**config.mk**
```make
export PLATFORM = sky130hd
export DESIGN_NAME = ecac_host_flat
export DESIGN_NICKNAME = d
export VERILOG_FILES = /design/src/ecac_pkg.sv /design/src/ecac_if.sv /design/src/ecac_host.sv /design/src/flat_wrapper.sv
export VERILOG_INCLUDE_DIRS = /design/src
export SDC_FILE = /design/constraint.sdc
export NUM_CORES = 1
export LEC_CHECK = 0
export BUFFER_PORTS_ARGS = -buffer_cell sky130_fd_sc_hd__buf_2
export CORE_MARGIN = 4
export CORE_UTILIZATION = 49
export CTS_CLUSTER_SIZE = 30
export DETAILED_ROUTE_END_ITERATION = 7
export PLACE_DENSITY = 0.8
export SKIP_LAST_GASP = 1
export SLEW_MARGIN = 20
export SYNTH_ARGS = -nofsm -noshare
export SYNTH_HDL_FRONTEND = slang
export SYNTH_SLANG_ARGS = --single-unit
```
**constraint.sdc**
```tcl
create_clock -name I_CORE_CLK -period 2.35 [get_ports I_CORE_CLK]
set_input_delay 0.47 -clock I_CORE_CLK [delete_from_list [all_inputs] [get_ports I_CORE_CLK]]
set_output_delay 0.47 -clock I_CORE_CLK [all_outputs]
set_load 0.005 [all_outputs]
```
**src/ecac_cfg.svh**
```systemverilog
// Constants for the data EEPROM CPU access block: I/O offsets, bit positions, timing.
// Assumes a 50 MHz core clock and a 1 MHz calibrated oscillator rate for write timing.
`ifndef ECAC_CFG_SVH
`define ECAC_CFG_SVH

// I/O register offsets on the core side
`define ECAC_IO_CONTROL 6'h1c
`define ECAC_IO_DATA 6'h1d
`define ECAC_IO_ADDR_LO 6'h1e
`define ECAC_IO_ADDR_HI 6'h1f

// Control register bit positions
`define ECAC_CTL_RIE 3
`define ECAC_CTL_ARM 2
`define ECAC_CTL_WSTB 1
`define ECAC_CTL_RSTB 0

// Timing: arm window and halt lengths in core cycles
`define ECAC_ARM_WINDOW 3'h4
`define ECAC_WRITE_HALT 3'h2
`define ECAC_READ_HALT 3'h4

// Write time: oscillator cycles at the oscillator rate, converted to core cycles
`define ECAC_WRITE_OSC_CYCLES 8448
`define ECAC_OSC_KHZ 1000
`define ECAC_CLK_KHZ 50000
`define ECAC_WRITE_CLKS (`ECAC_WRITE_OSC_CYCLES * (`ECAC_CLK_KHZ / `ECAC_OSC_KHZ))

// Controller APB register offsets
`define ECAC_APB_CMD 12'h000
`define ECAC_APB_ADDR 12'h004
`define ECAC_APB_WDATA 12'h008
`define ECAC_APB_RDATA 12'h00c
`define ECAC_APB_STATUS 12'h010
`define ECAC_APB_CONFIG 12'h014

// Controller register bit positions
`define ECAC_CMD_READ 0
`define ECAC_CMD_WRITE 1
`define ECAC_ST_BUSY 0
`define ECAC_ST_IRQ 1
`define ECAC_ST_WACT 2
`define ECAC_CFG_GIE 0
`define ECAC_CFG_SPM 1
`define ECAC_CFG_RIE 2

`endif

```
**src/ecac_pkg.sv**
```systemverilog
// Types for the CPU end of the data EEPROM CPU access block.
// Assumes ecac_cfg.svh for all numeric constants.
`default_nettype none

package ecac_pkg;

  // Controller sequencer states
  typedef enum logic [2:0] {
    H_IDLE,
    H_POLL,
    H_POLL_WT,
    H_ACCESS,
    H_SETTLE,
    H_RD_REQ,
    H_RD_WT
  } ecac_hstate_t;

endpackage : ecac_pkg

`default_nettype wire

```
**src/ecac_if.sv**
```systemverilog
// Core-side I/O link between the CPU end and the EEPROM access device.
// Assumes both ends run on the same core clock; no clocking block here.
`default_nettype none

interface ecac_if;
  logic [5:0] io_addr;
  logic [7:0] io_wdata;
  logic io_we;
  logic io_re;
  logic [7:0] io_rdata;
  logic cpu_halt;
  logic ready_irq;
  logic global_irq_en;
  logic self_program_busy;

  // Device end
  modport dev (
    input io_addr, io_wdata, io_we, io_re, global_irq_en, self_program_busy,
    output io_rdata, cpu_halt, ready_irq
  );

  // CPU end
  modport cpu (
    output io_addr, io_wdata, io_we, io_re, global_irq_en, self_program_busy,
    input io_rdata, cpu_halt, ready_irq
  );
endinterface : ecac_if

`default_nettype wire

```
**src/ecac_host.sv**
```systemverilog
// CPU end: APB slave taking read and write orders, sequenced onto the core I/O link.
// Assumes APB on the same core clock; pready is always high, answers take no wait state.
`include "ecac_cfg.svh"
`default_nettype none

module ecac_host #(
  parameter int AW = 11
) (
  // Clock and reset
  input wire logic I_CORE_CLK,
  input wire logic I_RST_N,
  // APB slave
  input wire logic I_PSEL,
  input wire logic I_PENABLE,
  input wire logic I_PWRITE,
  input wire logic [11:0] I_PADDR,
  input wire logic [31:0] I_PWDATA,
  output logic [31:0] O_PRDATA,
  output logic O_PREADY,
  output logic O_PSLVERR,
  // Core link
  ecac_if.cpu LINK
);

  typedef struct packed {
    ecac_pkg::ecac_hstate_t st;
    logic is_wr;
    logic [2:0] step;
    logic [AW-1:0] addr;
    logic [7:0] wdata;
    logic [7:0] rdata;
    logic gie;
    logic spm;
    logic rie;
    logic [5:0] io_addr;
    logic [7:0] io_wdata;
    logic io_we;
    logic io_re;
  } ecac_host_state_t;

  ecac_host_state_t s_r;
  ecac_host_state_t s_nxt;

  ////////////////////////////////////////////////////////////////////////////////
  // Link step table: offset, data and last flag for each write of a sequence
  function automatic logic [14:0] ecac_step(input ecac_host_state_t s);
    logic [15:0] wide;
    logic [7:0] ctl;
    wide = 16'h0000;
    wide[AW-1:0] = s.addr;
    ctl = 8'h00;
    ctl[`ECAC_CTL_RIE] = s.rie;
    unique case (s.step)
      3'h0: ecac_step = {`ECAC_IO_ADDR_LO, wide[7:0], 1'b0};
      3'h1: ecac_step = {`ECAC_IO_ADDR_HI, wide[15:8], 1'b0};
      3'h2:
      begin
        ctl[`ECAC_CTL_RSTB] = 1'b1;
        ecac_step = s.is_wr ? {`ECAC_IO_DATA, s.wdata, 1'b0} : {`ECAC_IO_CONTROL, ctl, 1'b1};
      end
      3'h3:
      begin
        ctl[`ECAC_CTL_ARM] = 1'b1;
        ecac_step = {`ECAC_IO_CONTROL, ctl, 1'b0};
      end
      default:
      begin
        ctl[`ECAC_CTL_ARM] = 1'b1;
        ctl[`ECAC_CTL_WSTB] = 1'b1;
        ecac_step = {`ECAC_IO_CONTROL, ctl, 1'b1};
      end
    endcase
  endfunction : ecac_step

  ////////////////////////////////////////////////////////////////////////////////
  // Next-state logic: APB registers and the link sequencer
  always_comb
  begin
    logic [14:0] stp;
    logic acc;
    acc = I_PSEL && I_PENABLE;
    stp = ecac_step(s_r);
    s_nxt = s_r;
    s_nxt.io_we = 1'b0;
    s_nxt.io_re = 1'b0;

    // APB writes; orders arriving while busy are dropped
    if (acc && I_PWRITE)
    begin
      unique case (I_PADDR)
        `ECAC_APB_CMD:
          if (s_r.st == ecac_pkg::H_IDLE && (I_PWDATA[`ECAC_CMD_READ] || I_PWDATA[`ECAC_CMD_WRITE]))
          begin
            s_nxt.st = ecac_pkg::H_POLL;
            s_nxt.is_wr = I_PWDATA[`ECAC_CMD_WRITE];
            s_nxt.step = 3'h0;
          end
        `ECAC_APB_ADDR: s_nxt.addr = I_PWDATA[AW-1:0];
        `ECAC_APB_WDATA: s_nxt.wdata = I_PWDATA[7:0];
        `ECAC_APB_CONFIG:
        begin
          s_nxt.gie = I_PWDATA[`ECAC_CFG_GIE];
          s_nxt.spm = I_PWDATA[`ECAC_CFG_SPM];
          s_nxt.rie = I_PWDATA[`ECAC_CFG_RIE];
        end
        default: s_nxt.st = s_r.st;
      endcase
    end

    // Sequencer; nothing is issued while the core is halted
    unique case (s_r.st)
      ecac_pkg::H_IDLE: s_nxt.st = s_nxt.st;
      ecac_pkg::H_POLL:
        if (!LINK.cpu_halt)
        begin
          s_nxt.io_addr = `ECAC_IO_CONTROL;
          s_nxt.io_re = 1'b1;
          s_nxt.st = ecac_pkg::H_POLL_WT;
        end
      ecac_pkg::H_POLL_WT:
        // Wait for the previous write, and for flash self-programming before a write
        if (s_r.io_re)
          s_nxt.st = s_r.st;
        else if (LINK.io_rdata[`ECAC_CTL_WSTB] || (s_r.is_wr && s_r.spm))
          s_nxt.st = ecac_pkg::H_POLL;
        else
          s_nxt.st = ecac_pkg::H_ACCESS;
      ecac_pkg::H_ACCESS:
        if (!LINK.cpu_halt)
        begin
          {s_nxt.io_addr, s_nxt.io_wdata} = stp[14:1];
          s_nxt.io_we = 1'b1;
          s_nxt.step = s_r.step + 3'h1;
          if (stp[0])
            s_nxt.st = ecac_pkg::H_SETTLE;
        end
      ecac_pkg::H_SETTLE:
        // One cycle so that a halt raised by the last write is seen
        s_nxt.st = s_r.is_wr ? ecac_pkg::H_IDLE : ecac_pkg::H_RD_REQ;
      ecac_pkg::H_RD_REQ:
        if (!LINK.cpu_halt)
        begin
          s_nxt.io_addr = `ECAC_IO_DATA;
          s_nxt.io_re = 1'b1;
          s_nxt.st = ecac_pkg::H_RD_WT;
        end
      ecac_pkg::H_RD_WT:
        if (!s_r.io_re)
        begin
          s_nxt.rdata = LINK.io_rdata;
          s_nxt.st = ecac_pkg::H_IDLE;
        end
      default: s_nxt.st = ecac_pkg::H_IDLE;
    endcase

    if (!I_RST_N)
    begin
      s_nxt = '0;
    end
  end

  ////////////////////////////////////////////////////////////////////////////////
  // State register
  always_ff @(posedge I_CORE_CLK)
  begin
    s_r <= s_nxt;
  end

  ////////////////////////////////////////////////////////////////////////////////
  // APB read mux and answers
  always_comb
  begin
    O_PRDATA = 32'h0000_0000;
    O_PSLVERR = 1'b0;
    unique case (I_PADDR)
      `ECAC_APB_CMD: O_PRDATA = 32'h0000_0000;
      `ECAC_APB_ADDR: O_PRDATA[AW-1:0] = s_r.addr;
      `ECAC_APB_WDATA: O_PRDATA[7:0] = s_r.wdata;
      `ECAC_APB_RDATA: O_PRDATA[7:0] = s_r.rdata;
      `ECAC_APB_STATUS:
      begin
        O_PRDATA[`ECAC_ST_BUSY] = (s_r.st != ecac_pkg::H_IDLE);
        O_PRDATA[`ECAC_ST_IRQ] = LINK.ready_irq;
        O_PRDATA[`ECAC_ST_WACT] = LINK.io_rdata[`ECAC_CTL_WSTB];
      end
      `ECAC_APB_CONFIG:
      begin
        O_PRDATA[`ECAC_CFG_GIE] = s_r.gie;
        O_PRDATA[`ECAC_CFG_SPM] = s_r.spm;
        O_PRDATA[`ECAC_CFG_RIE] = s_r.rie;
      end
      default: O_PSLVERR = I_PSEL && I_PENABLE;
    endcase
  end

  // Link outputs; interrupts are held off while a sequence runs
  assign O_PREADY = 1'b1;
  assign LINK.io_addr = s_r.io_addr;
  assign LINK.io_wdata = s_r.io_wdata;
  assign LINK.io_we = s_r.io_we;
  assign LINK.io_re = s_r.io_re;
  assign LINK.global_irq_en = s_r.gie && (s_r.st == ecac_pkg::H_IDLE);
  assign LINK.self_program_busy = s_r.spm;

endmodule : ecac_host

`default_nettype wire

```
**src/flat_wrapper.sv**
```systemverilog
// flat-port wrapper written by rule: the top's interface ports become plain ports
module ecac_host_flat 
#(
  parameter int AW = 11
)
  (I_CORE_CLK, I_RST_N, I_PSEL, I_PENABLE, I_PWRITE, I_PADDR, I_PWDATA, O_PRDATA, O_PREADY, O_PSLVERR, LINK_io_addr, LINK_io_wdata, LINK_io_we, LINK_io_re, LINK_global_irq_en, LINK_self_program_busy, LINK_io_rdata, LINK_cpu_halt, LINK_ready_irq);
  ecac_if LINK_i ();
  input wire logic I_CORE_CLK;
  input wire logic I_RST_N;
  input wire logic I_PSEL;
  input wire logic I_PENABLE;
  input wire logic I_PWRITE;
  input wire logic [11:0] I_PADDR;
  input wire logic [31:0] I_PWDATA;
  output logic [31:0] O_PRDATA;
  output logic O_PREADY;
  output logic O_PSLVERR;
  output wire logic [$bits(LINK_i.io_addr)-1:0] LINK_io_addr;
  output wire logic [$bits(LINK_i.io_wdata)-1:0] LINK_io_wdata;
  output wire logic [$bits(LINK_i.io_we)-1:0] LINK_io_we;
  output wire logic [$bits(LINK_i.io_re)-1:0] LINK_io_re;
  output wire logic [$bits(LINK_i.global_irq_en)-1:0] LINK_global_irq_en;
  output wire logic [$bits(LINK_i.self_program_busy)-1:0] LINK_self_program_busy;
  input wire logic [$bits(LINK_i.io_rdata)-1:0] LINK_io_rdata;
  input wire logic [$bits(LINK_i.cpu_halt)-1:0] LINK_cpu_halt;
  input wire logic [$bits(LINK_i.ready_irq)-1:0] LINK_ready_irq;
  assign LINK_io_addr = LINK_i.io_addr;
  assign LINK_io_wdata = LINK_i.io_wdata;
  assign LINK_io_we = LINK_i.io_we;
  assign LINK_io_re = LINK_i.io_re;
  assign LINK_global_irq_en = LINK_i.global_irq_en;
  assign LINK_self_program_busy = LINK_i.self_program_busy;
  assign LINK_i.io_rdata = LINK_io_rdata;
  assign LINK_i.cpu_halt = LINK_cpu_halt;
  assign LINK_i.ready_irq = LINK_ready_irq;
  ecac_host #(.AW(AW)) u_core (.I_CORE_CLK(I_CORE_CLK), .I_RST_N(I_RST_N), .I_PSEL(I_PSEL), .I_PENABLE(I_PENABLE), .I_PWRITE(I_PWRITE), .I_PADDR(I_PADDR), .I_PWDATA(I_PWDATA), .O_PRDATA(O_PRDATA), .O_PREADY(O_PREADY), .O_PSLVERR(O_PSLVERR), .LINK(LINK_i));
endmodule
```
==> results of run 1 <==
-- flip-flops by register name (all words and copies together), names as in the netlist --
signal and cells:
u_core.LINK.io_addr 3, u_core.LINK.io_re 1, u_core.LINK.io_wdata 8, u_core.LINK.io_we 1, u_core.LINK.self_program_busy 1, u_core.s_r 36
-- cells by family (layout without fill, tap and decap cells) --
group | after synthesis | in the layout | share of synthesized area
flops | 50 | 50 | 0.3436
buf+inv | 66 | 93 | 0.1357
simple gates | 122 | 122 | 0.2195
other cells | 2 | 23 | 0.002578
compound gates | 56 | 56 | 0.1327
mux | 41 | 41 | 0.1443
fa+ha+maj | 5 | 5 | 0.02148
-- worst max-delay path: stages --
cell	delay (ns)
buf_6	0.09
or4_4	0.54
or4_4	0.59
nor2_1	0.11
buf_2	0.12
-- through the flow --
stage               TNS, ns  hold WS, ns
detailed placement  -0.6144       0.4582
CTS                 -0.3130       0.3988
global placement    -0.1459       0.4536
global route        -0.3607       0.4138
floorplan                 0       0.4402
finish              -0.1830       0.3933
-- path summary, 6_finish.rpt --
path | startpoint | to | slack (ns)
min | I_PWDATA[9] | u_core.s_r[44] | 0.39
max | I_PADDR[10] | O_PRDATA[3] | -0.04
min reg2reg | u_core.LINK.io_wdata[6] | u_core.LINK.io_wdata[6] | 0.47
max reg2reg | u_core.s_r[46] | u_core.s_r[50] | 0.28
-- timing repair --
action	CTS	global route
endpoints found under the setup margin	9	9
resized for setup	3	4
setup buffers	1	3
pin swaps	6	3
-- metal layers --
metal,up-vias,global-route usage
li1,1232,-
met2,99,0.3256
met3,11,0.04466
met1,1174,0.2399
met4,0,0.06331
met5,-,0
-- placed cells by master (no fill, tap or decap), drive strengths merged, types with 2 or more instances in the layout --
cell     n
o21ai   13
a222oi   2
inv      7
mux2i   33
and2     6
nor3     4
ha       5
mux2     8
and3     3
nor3b    3
nand2b   4
nor2b   13
or4      4
nand4    3
a22o     5
conb    23
a21oi    8
nor2    16
a22oi    9
nor4     3
nand3b   3
dfxtp   50
o22ai    2
o21a     3
clkbuf   5
nand3   11
nand2   44
a21boi   5
buf     79
-- area by class of cell --
type,instances,area (um2)
tap,72,90.09
sequential,50,1001
clock buffer,5,68.82
fill,520,2333
inverter,7,26.28
clock inverter,2,38.79
timing repair buffer,79,459.2
multi-input combinational,247,1624
-- where the power goes --
group | internal, W | switching [W] | leakage (nW) | total [W]
Combinational | 0.0000428 | 0.0000648 | 0.930 | 0.000108
Sequential | 0.000846 | 0.0000000156 | 0.402 | 0.000846
Clock | 0.000314 | 0.000305 | 0.0542 | 0.000619
==> summary.txt, run 1 <==
initial antenna violation count: 0
fin crit share: 1.017
Initial Utilization: 0.5163
Fmax achieved: 0.4185 GHz
status: complete, but fails checks
Hold Path Stages: 3
I/O Pins: 111
Routed Wire Length: 7212 um
Worst-path clk slew: 0.10 ns
Synth Flop Type: dfxtp_1
wire length per cell: 15.61 um
Worst-Skew Late Latency: 0.32 ns
number of global-route vias before repair: 2,353
Post-synth top cells: dfxtp_1 (50), nand2_1 (44), buf_4 (37)
layout cell share with drive strength beyond 1: 0.2667
EDFF count, synth: 0
DR WL met3: 554 um
# nets final: 454
Routed Antenna Nets: 0
Bufs on Longest Clock Path: 2
Power, Total: 0.001573 W
DIE WIDTH: 85.10 um
final setup fails: 6
leading area contributor after synthesis: dfxtp_1
DP Worst Slack: -0.08303 ns
root buffer cell: clkbuf_8
Yosys warning total: 0
Routed met1 length: 2986 um
R2R cell count: 6
failing checks: setup timing
Top Layer Used: met4
Initial DRC Count: 241
global route total overflow: 0
clock tree from TritonCTS: built
dpl cells: 451
post-DP HPWL: 5263 um
Max Slew Vio Count: 0
Vias: 2,516
routed vias/inst: 5.446
Die Ht: 85.10 um
clk sinks: 50
Mapped Avg Cell Area: 8.517 um2
Post-Synthesis Cells: 342
largest net degree at the start of global routing: 40
post-route setup slack: -0.03949 ns
Distinct cells, synth: 50
kind of critical path: primary input to output pin
finished layout cell area: 3308 um2
hold crit path type: primary input to flop
core area: 5642 um2
required time worst endpoint: 1.88 ns
H-tree depth: 2
DRC Markers: 0
sequential area share after synthesis: 0.3436
top cells by area, synth: dfxtp_1 (34%), mux2i_1 (11%), buf_4 (9.5%)
Setup crit end kind: output pin
Final Util: 0.5864
Slew @ Worst Pin: 0.6139 ns
CP max FO: 6
Total GRT Usage: 0.1923
Layout Skew: 0.008523 ns
synthesis-to-layout area growth: 13.57%
Placed Area: 3142 um2
Critical Path Source Type: primary input
Final Hold Vio Count: 0
antenna diode count: 0
first-pass GRT wire length: 11,270 um
fin cells: 462
ys async rst share: 0
unrepaired setup endpoints after global routing: yes
Yosys reg bits: 50
top cell type's share of synthesized area: 0.3436
peak supply drop: 0.3262 mV
most frequent cell after synthesis: dfxtp_1
total die area: 7242 um2
Rows: 27
Routability Congestion: 0.8530
hold-fix buffers at CTS: 0
DR pass1 iterations: 5
Post-Syn Area: 2913 um2
relative slew slack: 0.5907
Max-cap violations: 0
met2 wire length: 3568 um
power per cell area: 475.4 nW/um2
Worst EP arrival: 1.92 ns
CTS buffer count: 5
min cycle time layout: 2.389 ns
leakage power: 1.387 nW
Port-buffer cells: 66
No activity file was read; power rests on OpenSTA's default activity.
==> inputs of run 2 (changes only) <==
REMOVE_ABC_BUFFERS = 1   (was default)
==> run 2 against run 1 <==
The run still ends with setup timing left. Flip-flop and latch count did not move. Clock power is 13% lower. Combinational power up 6%. Critical path type unchanged. Utilization rose by 0.55 points. Clock-buffer cell count grew 1. Final cell count grew 0.87%. Power fell by 4.9%. Largest cell class unchanged.
==> summary.txt, run 2 (synthesis gave the netlist of run 1 again) <==
status: complete, but fails checks
failing checks: setup timing
DRC Markers: 0
Critical Path Stages: 5
Initial DRC Count: 160
wire length per cell: 14.65 um
core area: 5642 um2
largest net degree at the start of global routing: 43
I/O Pins: 111
cell family contributing the most delay on the critical path: simple AND/OR/NAND/NOR gates
clk sinks: 50
Worst-path clk slew: 0.10 ns
global route total overflow: 0
Critical Path Source Type: primary input
unrepaired setup endpoints after global routing: yes
min cycle time layout: 2.375 ns
RR Startpoint: u_core.s_r[46]
dpl cells: 457
antenna diode count: 0
relative slew slack: 0.6322
# nets final: 457
max reg flops: 36
Max-cap violations: 0
total die area: 7242 um2
Die Ht: 85.10 um
Fmax achieved: 0.4211 GHz
routed vias/inst: 5.354
commonest cells after routing, fill and taps aside: buf_2 (65), dfxtp_1 (50), nand2_1 (44)
WP buf/inv: 2
H-tree depth: 2
CP max FO: 6
Routability Congestion: 0.8480
DIE WIDTH: 85.10 um
hold worst-path end: u_core.s_r[19]
post-route setup slack: -0.02473 ns
Worst-Skew Late Latency: 0.30 ns
Bufs on Longest Clock Path: 2
Max Slew Vio Count: 0
peak supply drop: 0.2765 mV
hold path start: LINK_io_rdata[0]
synthesis-to-layout area growth: 14.65%
Worst path slowest cell: or4_4
Worst EP arrival: 1.90 ns
hold crit path type: primary input to flop
power per cell area: 448.0 nW/um2
root buffer cell: clkbuf_8
fin crit share: 1.011
Hold Path Stages: 3
kind of critical path: primary input to output pin
R2R Setup Slk: 0.32 ns
fin cells: 466
required time worst endpoint: 1.88 ns
Rows: 27
Initial Utilization: 0.5163
Vias: 2,495
Biggest register: u_core.s_r
Routed Wire Length: 6829 um
Layout Skew: 0.008179 ns
Routed Antenna Nets: 0
hold-fix buffers at CTS: 0
Setup crit end kind: output pin
Critical R2R Capture: u_core.LINK.io_wdata[2]
R2R cell count: 5
layout cell share with drive strength beyond 1: 0.2716
number of global-route vias before repair: 2,351
clock tree from TritonCTS: built
leakage power: 1.404 nW
Final Hold Vio Count: 0
FILL cells: 518
post-DP HPWL: 5106 um
Slew @ Worst Pin: 0.5379 ns
DR pass1 iterations: 5
CTS buffer count: 5
initial antenna violation count: 0
crit path cell chain: buf_2 -> or4_4 -> or4_4 -> nor2_1 -> buf_2
crit-path max cell delay: 0.57 ns
commonest non-fill, non-tap cell in the layout: buf_2
Worst Setup SP: I_PADDR[8]
final setup fails: 5
Power, Total: 0.001496 W
first-pass GRT wire length: 11,400 um
Total GRT Usage: 0.1906
Port-buffer cells: 66
==> run 2: cell count changes in the layout (fill, tap and decap cells not counted) <==
| cell | before | now |
|---|---|---|
| buf_12 | 2 | 4 |
| buf_4 | 11 | 12 |
| bufinv_16 | 1 | 0 |
| clkbuf_8 | 5 | 6 |
| clkinv_4 | 1 | 2 |
| nor2_2 | 2 | 3 |
| nor2_4 | 1 | 0 |
| or4_1 | 1 | 2 |
| or4_4 | 3 | 2 |
==> run 2: layout make-up <==
class                           instances  area [um2]  area share
Clock buffer                            6       82.58     0.02473
Clock inverter                          2       17.52    0.005245
Inverter                                7       26.28    0.007868
Multi-Input combinational cell        247        1615      0.4837
Sequential cell                        50        1001      0.2997
Tap cell                               72       90.09     0.02698
Timing Repair Buffer                   82       506.7      0.1517
==> run 2: repair_timing <==
action	in CTS	in global routing
setup endpoints to repair	6	5
buffers inserted	1	0
gates resized for setup	5	0
pin swaps	7	1
==> run 2: worst min-delay path, stage by stage <==
cell     delay (ns)
buf_2          0.07
mux2i_1        0.05
nor2b_1        0.09
==> run 2: report_power, final <==
part	leakage, nW	switching [W]	internal [W]
sequential	0.402	0.0000000154	0.000846
combinational	0.950	0.0000642	0.0000498
clock	0.0514	0.000293	0.000243
total	1.40	0.000357	0.00114
==> run 2: worst max path at each step <==
stage                           to
global route           O_PRDATA[6]
floorplan           u_core.s_r[19]
detailed placement     O_PRDATA[5]
global placement       O_PRDATA[3]
CTS                    O_PRDATA[7]
finish                 O_PRDATA[7]
==> run 2: metrics by stage <==
stage / hold WS, ns / setup TNS, ns / worst slack, ns / area (um2) / util
floorplan: 0.4402 / -0.2296 / -0.02870 / 2623 / -
global placement: 0.4522 / -0.1173 / -0.03025 / 3212 / 0.5693
detailed placement: 0.4584 / -0.1998 / -0.04216 / 3212 / 0.5693
CTS: 0.4082 / -0.1810 / -0.04229 / 3339 / 0.5919
global route: 0.4120 / -0.2174 / -0.04981 / 3339 / 0.5919
finish: 0.4178 / -0.07596 / -0.02473 / 3339 / 0.5919
==> run 2: routing by layer <==
metal / wire (um) / vias up / GRT usage
met5: 0 / - / 0
met4: 57 / 0 / 0.03453
met3: 518 / 9 / 0.03592
met2: 3131 / 100 / 0.3030
met1: 3121 / 1148 / 0.2712
li1: - / 1238 / -
